[src/hw/dpc_pkg.sv]
// Purpose: Shared constants for the dual converter output and power control block.
// Assumes: 50 MHz system clock; the sample clock is an outside input.
// Notes:   Register map, field positions, reset values and timing figures.
//
// Behaviour
// [RQ1] Each channel enable alone drives or releases that channel's outputs.
// [RQ2] Power-down select low keeps both cores converting whatever the enables.
// [RQ3] Power-down select high powers a core only while its own enable is high.
// [RQ4] A sample clock slowed toward dc puts the device into power-down.
// [RQ5] Each channel outputs a 14-bit two's complement word, bit 13 most significant.
// [RQ6] Overrange flag reads 1 while the output word sits at either full-scale limit.
// [RQ7] Each channel drives a data-ready clock beside its word for capture.
// [RQ8] The sample clock source should give close to 50% duty cycle.
// [RQ9] Conversion starts on a falling edge; the word appears 16.5 cycles later.
// [RQ10] Data-ready clock and overrange flag are released together with the data.
package dpc_pkg;
  // ==========================================================
  // Data path
  localparam int SMP_W    = 14;
  localparam int IN_W     = 16;
  localparam int NCH      = 2;
  // Latency of 16.5 sample clocks counted in half cycles.
  localparam int LAT_X2   = 33;
  // ==========================================================
  // Timing
  localparam int CLK_PERIOD_NS = 20;
  localparam int SLOW_HALF_NS  = 500;
  localparam int SLOW_CYC      = SLOW_HALF_NS / CLK_PERIOD_NS;
  localparam int CNT_W         = 16;
  // ==========================================================
  // Register map
  localparam int AXI_AW = 8;
  localparam logic [AXI_AW-1:0] ADDR_CTRL    = 8'h00;
  localparam logic [AXI_AW-1:0] ADDR_STATE   = 8'h04;
  localparam logic [AXI_AW-1:0] ADDR_IRQ_ST  = 8'h08;
  localparam logic [AXI_AW-1:0] ADDR_IRQ_CLR = 8'h0c;
  localparam logic [AXI_AW-1:0] ADDR_IRQ_EN  = 8'h10;
  localparam logic [CNT_W-1:0]  CTRL_RST     = CNT_W'(SLOW_CYC);
  localparam logic [1:0] RESP_OK  = 2'h0;
  localparam logic [1:0] RESP_ERR = 2'h2;
  // State register fields.
  localparam int ST_SLOW   = 0;
  localparam int ST_CORE_A = 1;
  localparam int ST_CORE_B = 2;
  localparam int ST_PDS    = 3;
  localparam int ST_OE_A   = 4;
  localparam int ST_OE_B   = 5;
  // Interrupt fields.
  localparam int IRQ_W     = 4;
  localparam int IRQ_OVR_A = 0;
  localparam int IRQ_OVR_B = 1;
  localparam int IRQ_SLOW  = 2;
  localparam int IRQ_WAKE  = 3;
  // Synchroniser lane positions.
  localparam int SY_SCLK = 0;
  localparam int SY_PDS  = 1;
  localparam int SY_OE   = 2;
  localparam int SY_SMP  = 4;
  localparam int SY_W    = SY_SMP + NCH * IN_W;

  typedef enum logic [1:0] {
    PWR_RUN  = 2'b01,
    PWR_SLOW = 2'b10
  } dpc_pwr_t;
endpackage : dpc_pkg

[src/hw/dpc_top.sv]
// Purpose: Output, overrange, data-ready and power control of a dual converter.
// Assumes: Sample clock, pins and raw samples arrive unsynchronised.
// Notes:   Registers over AXI4-Lite; one level interrupt output.
`timescale 1ns/1ps
`default_nettype none
module dpc_top #(
  parameter int LAT_X2 = dpc_pkg::LAT_X2
) (
  input  wire  logic                          clock,
  input  wire  logic                          rst,
  input  wire  logic                          sample_clk,
  input  wire  logic                          power_down_select,
  input  wire  logic                          chan_a_output_enable,
  input  wire  logic                          chan_b_output_enable,
  input  wire  logic [dpc_pkg::IN_W-1:0]      chan_a_analog,
  input  wire  logic [dpc_pkg::IN_W-1:0]      chan_b_analog,
  output var   logic [dpc_pkg::SMP_W-1:0]     chan_a_sample,
  output var   logic [dpc_pkg::SMP_W-1:0]     chan_b_sample,
  output var   logic                          chan_a_overrange_flag,
  output var   logic                          chan_b_overrange_flag,
  output var   logic                          chan_a_data_ready_clock,
  output var   logic                          chan_b_data_ready_clock,
  output var   logic                          chan_a_out_oe,
  output var   logic                          chan_b_out_oe,
  output var   logic                          irq,
  input  wire  logic [dpc_pkg::AXI_AW-1:0]    s_axi_awaddr,
  input  wire  logic                          s_axi_awvalid,
  output var   logic                          s_axi_awready,
  input  wire  logic [31:0]                   s_axi_wdata,
  input  wire  logic [3:0]                    s_axi_wstrb,
  input  wire  logic                          s_axi_wvalid,
  output var   logic                          s_axi_wready,
  output var   logic [1:0]                    s_axi_bresp,
  output var   logic                          s_axi_bvalid,
  input  wire  logic                          s_axi_bready,
  input  wire  logic [dpc_pkg::AXI_AW-1:0]    s_axi_araddr,
  input  wire  logic                          s_axi_arvalid,
  output var   logic                          s_axi_arready,
  output var   logic [31:0]                   s_axi_rdata,
  output var   logic [1:0]                    s_axi_rresp,
  output var   logic                          s_axi_rvalid,
  input  wire  logic                          s_axi_rready
);
  localparam int W  = dpc_pkg::SMP_W;
  localparam int IW = dpc_pkg::IN_W;
  localparam int N  = dpc_pkg::NCH;
  localparam int CW = dpc_pkg::CNT_W;
  localparam int QW = dpc_pkg::IRQ_W;

  function automatic logic [W-1:0] sat_word(input logic [IW-1:0] raw);
    logic signed [IW-1:0] s;
    logic signed [IW-1:0] hi;
    logic signed [IW-1:0] lo;
    s  = $signed(raw);
    hi = IW'(signed'({1'b0, {(W-1){1'b1}}}));
    lo = -hi - IW'(1);
    if (s > hi) begin
      return W'(hi);
    end else if (s < lo) begin
      return W'(lo);
    end
    return W'(s);
  endfunction : sat_word

  function automatic logic at_limit(input logic [W-1:0] w);
    return (w == {1'b0, {(W-1){1'b1}}}) || (w == {1'b1, {(W-1){1'b0}}});
  endfunction : at_limit

  function automatic logic [CW-1:0] strb_merge(input logic [CW-1:0] old,
                                               input logic [31:0] d,
                                               input logic [3:0] be);
    logic [CW-1:0] r;
    r = old;
    if (be[0]) begin
      r[7:0] = d[7:0];
    end
    if (be[1]) begin
      r[15:8] = d[15:8];
    end
    return r;
  endfunction : strb_merge

  // ==========================================================
  // Input synchronisers
  // Stage one is read only by stage two; the raw sample bus is taken half a
  // sample period after it settles, so its bits cannot straddle a change.
  logic [dpc_pkg::SY_W-1:0] sy1_ff;
  logic [dpc_pkg::SY_W-1:0] sy2_ff;
  logic                     sclk_d_ff;
  logic [dpc_pkg::SY_W-1:0] sy_raw;

  always_comb begin
    sy_raw = {chan_b_analog, chan_a_analog, chan_b_output_enable,
              chan_a_output_enable, power_down_select, sample_clk};
  end

  always_ff @(posedge clock or posedge rst) begin
    if (rst) begin
      sy1_ff    <= '0;
      sy2_ff    <= '0;
      sclk_d_ff <= 1'b0;
    end else begin
      sy1_ff    <= sy_raw;
      sy2_ff    <= sy1_ff;
      sclk_d_ff <= sy2_ff[dpc_pkg::SY_SCLK];
    end
  end

  logic         sclk;
  logic         pds;
  logic [N-1:0] oe;
  logic         edge_any;
  logic         edge_fall;
  logic         edge_rise;

  always_comb begin
    sclk      = sy2_ff[dpc_pkg::SY_SCLK];
    pds       = sy2_ff[dpc_pkg::SY_PDS];
    oe        = sy2_ff[dpc_pkg::SY_OE +: N];
    edge_any  = sclk ^ sclk_d_ff;
    edge_fall = sclk_d_ff & ~sclk;
    edge_rise = sclk & ~sclk_d_ff;
  end

  // ==========================================================
  // Slow clock power-down
  // The idle count restarts on every sample clock edge, so a stopped clock
  // and a slow one are handled alike. The threshold is software's to move.
  dpc_pkg::dpc_pwr_t pwr_ff;
  dpc_pkg::dpc_pwr_t nxt_pwr;
  logic [CW-1:0]     idle_ff;
  logic [CW-1:0]     nxt_idle;
  logic [CW-1:0]     thresh_ff;
  logic              ev_slow;
  logic              ev_wake;
  logic [N-1:0]      core_on;

  always_comb begin
    nxt_pwr  = pwr_ff;
    nxt_idle = idle_ff;
    ev_slow  = 1'b0;
    ev_wake  = 1'b0;
    if (edge_any) begin
      nxt_idle = '0;
    end else if (idle_ff != '1) begin
      nxt_idle = idle_ff + CW'(1);
    end
    case (pwr_ff)
      dpc_pkg::PWR_RUN: begin
        if (!edge_any && idle_ff >= thresh_ff) begin
          nxt_pwr = dpc_pkg::PWR_SLOW; // [RQ4]
          ev_slow = 1'b1;
        end
      end
      dpc_pkg::PWR_SLOW: begin
        if (edge_any) begin
          nxt_pwr = dpc_pkg::PWR_RUN;
          ev_wake = 1'b1;
        end
      end
      default: begin
        nxt_pwr = dpc_pkg::PWR_RUN;
      end
    endcase
    for (int c = 0; c < N; c++) begin
      core_on[c] = (~pds | oe[c]) & (pwr_ff == dpc_pkg::PWR_RUN); // [RQ2] [RQ3]
    end
  end

  always_ff @(posedge clock or posedge rst) begin
    if (rst) begin
      pwr_ff  <= dpc_pkg::PWR_RUN;
      idle_ff <= '0;
    end else begin
      pwr_ff  <= nxt_pwr;
      idle_ff <= nxt_idle;
    end
  end

  // ==========================================================
  // Conversion pipeline and output pins
  // One stage per sample clock half period; a powered-down core is flushed so
  // that no stale word escapes when it wakes.
  logic [W:0]     pipe_ff     [N][LAT_X2];
  logic [W:0]     nxt_pipe    [N][LAT_X2];
  logic [W-1:0]   word_ff     [N];
  logic [W-1:0]   nxt_word    [N];
  logic [N-1:0]   ovr_ff;
  logic [N-1:0]   nxt_ovr;
  logic [N-1:0]   drc_ff;
  logic [N-1:0]   nxt_drc;
  logic [N-1:0]   oe_ff;
  logic [IW-1:0]  raw         [N];

  always_comb begin
    for (int c = 0; c < N; c++) begin
      raw[c]      = sy2_ff[dpc_pkg::SY_SMP + c * IW +: IW];
      nxt_word[c] = word_ff[c];
      for (int i = 0; i < LAT_X2; i++) begin
        nxt_pipe[c][i] = pipe_ff[c][i];
      end
      if (!core_on[c]) begin
        for (int i = 0; i < LAT_X2; i++) begin
          nxt_pipe[c][i] = '0;
        end
        nxt_word[c] = '0;
      end else if (edge_any) begin
        for (int i = 1; i < LAT_X2; i++) begin
          nxt_pipe[c][i] = pipe_ff[c][i-1];
        end
        nxt_pipe[c][0] = {edge_fall, sat_word(raw[c])}; // [RQ9] [RQ5]
        if (pipe_ff[c][LAT_X2-1][W]) begin
          nxt_word[c] = pipe_ff[c][LAT_X2-1][W-1:0]; // [RQ9]
        end
      end
      nxt_ovr[c] = at_limit(nxt_word[c]) & core_on[c]; // [RQ6]
      nxt_drc[c] = core_on[c] & ~sclk; // [RQ7]
    end
  end

  always_ff @(posedge clock or posedge rst) begin
    if (rst) begin
      for (int c = 0; c < N; c++) begin
        word_ff[c] <= '0;
        for (int i = 0; i < LAT_X2; i++) begin
          pipe_ff[c][i] <= '0;
        end
      end
      ovr_ff <= '0;
      drc_ff <= '0;
      oe_ff  <= '0;
    end else begin
      for (int c = 0; c < N; c++) begin
        word_ff[c] <= nxt_word[c];
        for (int i = 0; i < LAT_X2; i++) begin
          pipe_ff[c][i] <= nxt_pipe[c][i];
        end
      end
      ovr_ff <= nxt_ovr;
      drc_ff <= nxt_drc;
      oe_ff  <= oe; // [RQ1] [RQ10]
    end
  end

  always_comb begin
    chan_a_sample           = word_ff[0];
    chan_b_sample           = word_ff[1];
    chan_a_overrange_flag   = ovr_ff[0];
    chan_b_overrange_flag   = ovr_ff[1];
    chan_a_data_ready_clock = drc_ff[0];
    chan_b_data_ready_clock = drc_ff[1];
    chan_a_out_oe           = oe_ff[0];
    chan_b_out_oe           = oe_ff[1];
  end

  // ==========================================================
  // AXI4-Lite slave and interrupt
  logic              aw_have_ff, w_have_ff, bvalid_ff, rvalid_ff;
  logic              nxt_aw_have, nxt_w_have, nxt_bvalid, nxt_rvalid;
  localparam int AXI_AW_L = 0;
  logic [AXI_AW_L:0] dummy_unused;
  logic [dpc_pkg::AXI_AW-1:0] awaddr_ff, nxt_awaddr;
  logic [31:0]       wdata_ff, nxt_wdata, rdata_ff, nxt_rdata;
  logic [3:0]        wstrb_ff, nxt_wstrb;
  logic [1:0]        bresp_ff, nxt_bresp, rresp_ff, nxt_rresp;
  logic [CW-1:0]     nxt_thresh;
  logic [QW-1:0]     ist_ff, nxt_ist, ien_ff, nxt_ien, clr, ev;
  logic              irq_ff, nxt_irq;
  logic [31:0]       state_word;

  always_comb begin
    nxt_aw_have = aw_have_ff | (s_axi_awvalid & s_axi_awready);
    nxt_w_have  = w_have_ff | (s_axi_wvalid & s_axi_wready);
    nxt_awaddr  = (s_axi_awvalid & s_axi_awready) ? s_axi_awaddr : awaddr_ff;
    nxt_wdata   = (s_axi_wvalid & s_axi_wready) ? s_axi_wdata : wdata_ff;
    nxt_wstrb   = (s_axi_wvalid & s_axi_wready) ? s_axi_wstrb : wstrb_ff;
    nxt_bvalid  = bvalid_ff & ~s_axi_bready;
    nxt_bresp   = bresp_ff;
    nxt_thresh  = thresh_ff;
    nxt_ien     = ien_ff;
    clr         = '0;
    if (aw_have_ff && w_have_ff && !bvalid_ff) begin
      nxt_aw_have = 1'b0;
      nxt_w_have  = 1'b0;
      nxt_bvalid  = 1'b1;
      nxt_bresp   = dpc_pkg::RESP_OK;
      case (awaddr_ff)
        dpc_pkg::ADDR_CTRL: nxt_thresh = strb_merge(thresh_ff, wdata_ff, wstrb_ff);
        dpc_pkg::ADDR_IRQ_CLR: clr = wstrb_ff[0] ? wdata_ff[QW-1:0] : '0;
        dpc_pkg::ADDR_IRQ_EN: begin
          if (wstrb_ff[0]) begin
            nxt_ien = wdata_ff[QW-1:0];
          end
        end
        dpc_pkg::ADDR_STATE, dpc_pkg::ADDR_IRQ_ST: nxt_bresp = dpc_pkg::RESP_OK;
        default: nxt_bresp = dpc_pkg::RESP_ERR;
      endcase
    end
    state_word = '0;
    state_word[dpc_pkg::ST_SLOW]   = (pwr_ff == dpc_pkg::PWR_SLOW);
    state_word[dpc_pkg::ST_CORE_A] = core_on[0];
    state_word[dpc_pkg::ST_CORE_B] = core_on[1];
    state_word[dpc_pkg::ST_PDS]    = pds;
    state_word[dpc_pkg::ST_OE_A]   = oe[0];
    state_word[dpc_pkg::ST_OE_B]   = oe[1];
    nxt_rvalid = rvalid_ff & ~s_axi_rready;
    nxt_rdata  = rdata_ff;
    nxt_rresp  = rresp_ff;
    if (s_axi_arvalid && s_axi_arready) begin
      nxt_rvalid = 1'b1;
      nxt_rresp  = dpc_pkg::RESP_OK;
      case (s_axi_araddr)
        dpc_pkg::ADDR_CTRL:    nxt_rdata = 32'(thresh_ff);
        dpc_pkg::ADDR_STATE:   nxt_rdata = state_word;
        dpc_pkg::ADDR_IRQ_ST:  nxt_rdata = 32'(ist_ff);
        dpc_pkg::ADDR_IRQ_CLR: nxt_rdata = '0;
        dpc_pkg::ADDR_IRQ_EN:  nxt_rdata = 32'(ien_ff);
        default: begin
          nxt_rdata = '0;
          nxt_rresp = dpc_pkg::RESP_ERR;
        end
      endcase
    end
    // A new event outranks a clear landing in the same cycle.
    ev = '0;
    ev[dpc_pkg::IRQ_OVR_A] = nxt_ovr[0] & ~ovr_ff[0];
    ev[dpc_pkg::IRQ_OVR_B] = nxt_ovr[1] & ~ovr_ff[1];
    ev[dpc_pkg::IRQ_SLOW]  = ev_slow;
    ev[dpc_pkg::IRQ_WAKE]  = ev_wake;
    nxt_ist = (ist_ff & ~clr) | ev;
    nxt_irq = |(nxt_ist & nxt_ien);
    dummy_unused = '0;
  end

  always_ff @(posedge clock or posedge rst) begin
    if (rst) begin
      aw_have_ff    <= 1'b0;
      w_have_ff     <= 1'b0;
      bvalid_ff     <= 1'b0;
      rvalid_ff     <= 1'b0;
      awaddr_ff     <= '0;
      wdata_ff      <= '0;
      wstrb_ff      <= '0;
      bresp_ff      <= '0;
      rresp_ff      <= '0;
      rdata_ff      <= '0;
      thresh_ff     <= dpc_pkg::CTRL_RST;
      ist_ff        <= '0;
      ien_ff        <= '0;
      irq_ff        <= 1'b0;
      s_axi_awready <= 1'b0;
      s_axi_wready  <= 1'b0;
      s_axi_arready <= 1'b0;
    end else begin
      aw_have_ff    <= nxt_aw_have;
      w_have_ff     <= nxt_w_have;
      bvalid_ff     <= nxt_bvalid;
      rvalid_ff     <= nxt_rvalid;
      awaddr_ff     <= nxt_awaddr;
      wdata_ff      <= nxt_wdata;
      wstrb_ff      <= nxt_wstrb;
      bresp_ff      <= nxt_bresp;
      rresp_ff      <= nxt_rresp;
      rdata_ff      <= nxt_rdata;
      thresh_ff     <= nxt_thresh;
      ist_ff        <= nxt_ist;
      ien_ff        <= nxt_ien;
      irq_ff        <= nxt_irq;
      s_axi_awready <= ~nxt_aw_have & ~nxt_bvalid;
      s_axi_wready  <= ~nxt_w_have & ~nxt_bvalid;
      s_axi_arready <= ~nxt_rvalid;
    end
  end

  always_comb begin
    s_axi_bvalid = bvalid_ff;
    s_axi_bresp  = bresp_ff;
    s_axi_rvalid = rvalid_ff;
    s_axi_rdata  = rdata_ff;
    s_axi_rresp  = rresp_ff;
    irq          = irq_ff;
  end
endmodule : dpc_top
`default_nettype wire

[config.mk]
export PLATFORM = sky130hd
export DESIGN_NAME = dpc_top
export DESIGN_NICKNAME = d
export VERILOG_FILES = /design/src/hw/dpc_pkg.sv /design/src/hw/dpc_top.sv
export SDC_FILE = /design/constraint.sdc
export NUM_CORES = 2
export LEC_CHECK = 0
export BUFFER_PORTS_ARGS = -buffer_cell sky130_fd_sc_hd__buf_2
export CAP_MARGIN = 20
export CORE_UTILIZATION = 61
export CTS_CLUSTER_DIAMETER = 40
export DETAILED_ROUTE_END_ITERATION = 8
export PLACE_DENSITY = 0.79
export SLEW_MARGIN = 30
export SYNTH_ARGS = -nofsm -noshare
export SYNTH_HDL_FRONTEND = slang
export SYNTH_SLANG_ARGS = --single-unit
[constraint.sdc]
create_clock -name clock -period 48.3 [get_ports clock]
set_input_delay 7.245 -clock clock [delete_from_list [all_inputs] [get_ports clock]]
set_output_delay 7.245 -clock clock [all_outputs]
set_load 0.02 [all_outputs]
==> run_summary.xml <==
<?xml version="1.0" encoding="UTF-8"?>
<metrics>
  <group name="timing">
    <metric name="setup_viol_count_final" unit="">0</metric>
    <metric name="final_hold_viol_count" unit="">0</metric>
    <metric name="final_period_util" unit="">0.187</metric>
    <metric name="setup-tns-final" unit="ps">0</metric>
    <metric name="clock.fmax" unit="GHz">0.111</metric>
    <metric name="finalWorstSetupSlack" unit="ps">39260</metric>
    <metric name="timing.hold.ws" unit="ps">345</metric>
    <metric name="worst_pin_slew" unit="ps">962</metric>
    <metric name="pins_over_slew_limit" unit="">0</metric>
    <metric name="final_period_minus_worst_setup_slack" unit="ps">9040</metric>
    <metric name="timing.slew.headroom" unit="">0.359</metric>
    <metric name="setup_repair_after_global_routing_missed_its_margin" unit="">false</metric>
    <metric name="skew" unit="ps">21.3</metric>
  </group>
  <group name="routing">
    <metric name="routedLengthMet1" unit="µm">34800</metric>
    <metric name="remaining_drc_errors" unit="">0</metric>
    <metric name="detail_route.first_pass.iterations" unit="">6</metric>
    <metric name="routed_wirelength" unit="µm">80100</metric>
    <metric name="ant_nets" unit="">0</metric>
    <metric name="sum_of_met2_wire_segment_lengths_after_detailed_routing" unit="µm">40500</metric>
    <metric name="route.top_layer_used" unit="">met4</metric>
    <metric name="routed_via_density" unit="">6.23</metric>
    <metric name="detailroute.wirelength.met3" unit="µm">2550</metric>
    <metric name="detailed_router_s_first_iteration_violation_count" unit="">2217</metric>
    <metric name="routed_wire_length_per_instance" unit="µm">19.9</metric>
    <metric name="via_count" unit="">25052</metric>
  </group>
  <group name="cts">
    <metric name="cts_buf_count" unit="">121</metric>
    <metric name="post_cts_repair_setup_buffers" unit="">0</metric>
    <metric name="post_cts_resized" unit="">0</metric>
    <metric name="clock_sinks" unit="">1191</metric>
    <metric name="clkLatencyLatePin" unit="ps">670</metric>
    <metric name="cts.clk_slew.worst_paths" unit="ps">60</metric>
    <metric name="cts_tree" unit="">yes</metric>
    <metric name="cts-root-to-sink-buffers" unit="">3</metric>
    <metric name="count_of_h_tree_levels_built_during_cts" unit="">3</metric>
    <metric name="cts-hold-fix-buffers" unit="">0</metric>
    <metric name="cts_root_buffer" unit="">clkbuf_16</metric>
  </group>
  <group name="floorplan">
    <metric name="initial_cell_density_of_the_core" unit="">0.619</metric>
    <metric name="dieWidth" unit="µm">266</metric>
    <metric name="design.core.area" unit="µm²">68800</metric>
    <metric name="die_footprint" unit="µm²">70900</metric>
    <metric name="num_io_pins" unit="">171</metric>
    <metric name="die_height" unit="µm">266</metric>
    <metric name="num_rows" unit="">96</metric>
  </group>
  <group name="place">
    <metric name="dp_hpwl" unit="µm">42600</metric>
    <metric name="gp_congestion" unit="">0.813</metric>
    <metric name="dpl_worst_slack" unit="ps">37530</metric>
    <metric name="place.port_buffers" unit="">134</metric>
  </group>
  <group name="final_layout">
    <metric name="final_layout_size_suffix_gt1_frac" unit="">0.136</metric>
    <metric name="flow.area_growth_from_synthesis" unit="%">13.0</metric>
    <metric name="mostFrequentLayoutCells" unit="">1187 x dfrtp_1, 967 x a22o_1, 134 x buf_2</metric>
    <metric name="nNetsFinal" unit="">3100</metric>
    <metric name="fillerInstances" unit="">4367</metric>
    <metric name="mostFrequentLayoutCell" unit="">dfrtp_1</metric>
  </group>
  <group name="pwr">
    <metric name="clockPowerShare" unit="">0.432</metric>
    <metric name="combPwrFrac" unit="">0.104</metric>
    <metric name="power_switching_share" unit="">0.263</metric>
    <metric name="p_sw" unit="W">0.000597</metric>
    <metric name="totalPowerFinal" unit="W">0.00227</metric>
    <metric name="cellPowerDensity" unit="nW/µm²">47.1</metric>
    <metric name="irDropWorstVdd" unit="µV">40.1</metric>
    <metric name="static-leakage-power" unit="nW">23.5</metric>
    <metric name="internal-power" unit="W">0.00167</metric>
    <metric name="p_seq_frac" unit="">0.464</metric>
  </group>
  <group name="setup_path">
    <metric name="setup.worst_path.class" unit="">in -&gt; async</metric>
    <metric name="worst-endpoint-required" unit="ps">49010</metric>
    <metric name="startpoint_type_of_the_worst_setup_path" unit="">primary input</metric>
    <metric name="crit_path_max_fanout" unit="">145</metric>
    <metric name="worst-endpoint-arrival" unit="ps">9750</metric>
    <metric name="critPathCaptureType" unit="">asynchronous set/reset pin</metric>
  </group>
  <group name="global_route">
    <metric name="globalRouteTotalUtil" unit="">0.231</metric>
    <metric name="grt_start_max_net_pins" unit="">279</metric>
    <metric name="grt_pass1_wl" unit="µm">135000</metric>
    <metric name="first_global_vias" unit="">25557</metric>
    <metric name="antenna_found_initial" unit="">1</metric>
    <metric name="grt.overflow.total" unit="">0</metric>
  </group>
  <group name="logic_synthesis">
    <metric name="synth_area" unit="µm²">42600</metric>
    <metric name="synth.yosys.seq_area_share" unit="">0.700</metric>
    <metric name="syn_avg_cell_area" unit="µm²">14.5</metric>
    <metric name="postSynth.asyncResetShare" unit="">1.00</metric>
    <metric name="syn_inst" unit="">2934</metric>
    <metric name="synthesized_flop_and_latch_total" unit="">1191</metric>
    <metric name="count_of_flip_flops_with_a_built_in_enable_after_synthesis" unit="">0</metric>
    <metric name="yosysWarnings" unit="">0</metric>
    <metric name="synth.distinct_cells" unit="">60</metric>
    <metric name="postSynth.topFlopCell" unit="">dfrtp_1</metric>
  </group>
  <group name="status">
    <metric name="run_status" unit="">finished clean</metric>
  </group>
  <group name="worst_hold_path">
    <metric name="hold_path_class" unit="">reg -&gt; reg</metric>
  </group>
  <group name="run">
    <metric name="max_cap_violations" unit="">0</metric>
  </group>
</metrics>
-- power by group through the flow --
| stage | Combinational [W] | Sequential, W | Clock, W |
|---|---|---|---|
| after global placement | 0.000223 | 0.00107 | 0 |
| after detailed placement | 0.000230 | 0.00107 | 0 |
| final | 0.000237 | 0.00105 | 0.000979 |
| after floorplan | 0.000190 | 0.00107 | 0 |
| after global routing | 0.000260 | 0.00105 | 0.00104 |
| after CTS | 0.000232 | 0.00105 | 0.000996 |
-- synth_stat cells (all sizes together), types with 10 or more instances --
cell type / instances / share of area
a21oi: 43 / 0.0051
a22o: 967 / 0.20
buf: 164 / 0.020
clkbuf: 89 / 0.0078
dfrtp: 1187 / 0.70
ha: 18 / 0.0053
inv: 29 / 0.0026
mux2: 43 / 0.011
mux2i: 18 / 0.0042
nand2: 113 / 0.010
nand3: 10 / 0.0014
nand4: 17 / 0.0025
nor2: 74 / 0.0066
nor2b: 10 / 0.0015
nor3: 12 / 0.0015
nor4: 12 / 0.0021
o21ai: 49 / 0.0058
xor2: 12 / 0.0025
-- critical path: stages --
cell      delay, ps
buf_2           140
clkinv_8        480
buf_12          400
buf_6           600
buf_6           710
-- logic make-up after synthesis --
logic type               count (synthesis)  share of synthesized area
adder cells (fa/ha/maj)                 18                    0.00529
AO/OA/AOI/OAI                         1086                      0.215
flip-flops                            1191                      0.700
buffers and inverters                  282                     0.0304
XOR/XNOR                                13                    0.00267
other                                    1                  0.0000880
multiplexers                            61                     0.0156
AND/OR/NAND/NOR                        282                     0.0316
-- stage by stage --
step                 util  area [µm²]  instances
finish              0.699       48100       4020
global route        0.699       48100       4020
CTS                 0.697       47900       4014
detailed placement  0.634       43700       3790
global placement    0.634       43600       3790
floorplan               -       42700       2951
-- routing by layer --
| layer | vias to the layer above | track usage |
|---|---|---|
| li1 | 11139 | - |
| met1 | 13211 | 0.324 |
| met2 | 539 | 0.377 |
| met3 | 163 | 0.0322 |
| met4 | 0 | 0.0733 |
| met5 | - | 0 |
-- layout make-up --
type	count	area (µm²)	share of cell area
Tap cell	931	1160	0.0242
Multi-Input combinational cell	1478	11600	0.241
Inverter	29	121	0.00252
Timing Repair Buffer	166	1140	0.0237
Antenna cell	1	2.50	0.0000520
Sequential cell	1191	29800	0.619
Clock inverter	64	841	0.0175
Clock buffer	160	3440	0.0715
-- path summary, 6_finish.rpt --
check / startpoint / end / slack, ps / cells after the start
max reg2reg: sy2_ff[0] / pipe_ff[173] / 43900 / 9
min reg2reg: sy1_ff[32] / sy2_ff[32] / 350 / 0
max: rst / sy2_ff[20] / 39260 / 5
min in group asynchronous: rst / sy2_ff[2] / 6700 / 2
max in group clock: chan_a_sample[9] / chan_a_sample[9] / 39750 / 1
min: sy1_ff[32] / sy2_ff[32] / 350 / 0
-- sequential cells by signal, summed over array words and instances (netlist names), 16 cells and up --
name and flops:
sy2_ff 36, idle_ff 16, wdata_ff 16, pipe_ff 990
s_axi_rdata 16, thresh_ff 16, sy1_ff 36
(Power assumes the default switching activity.)
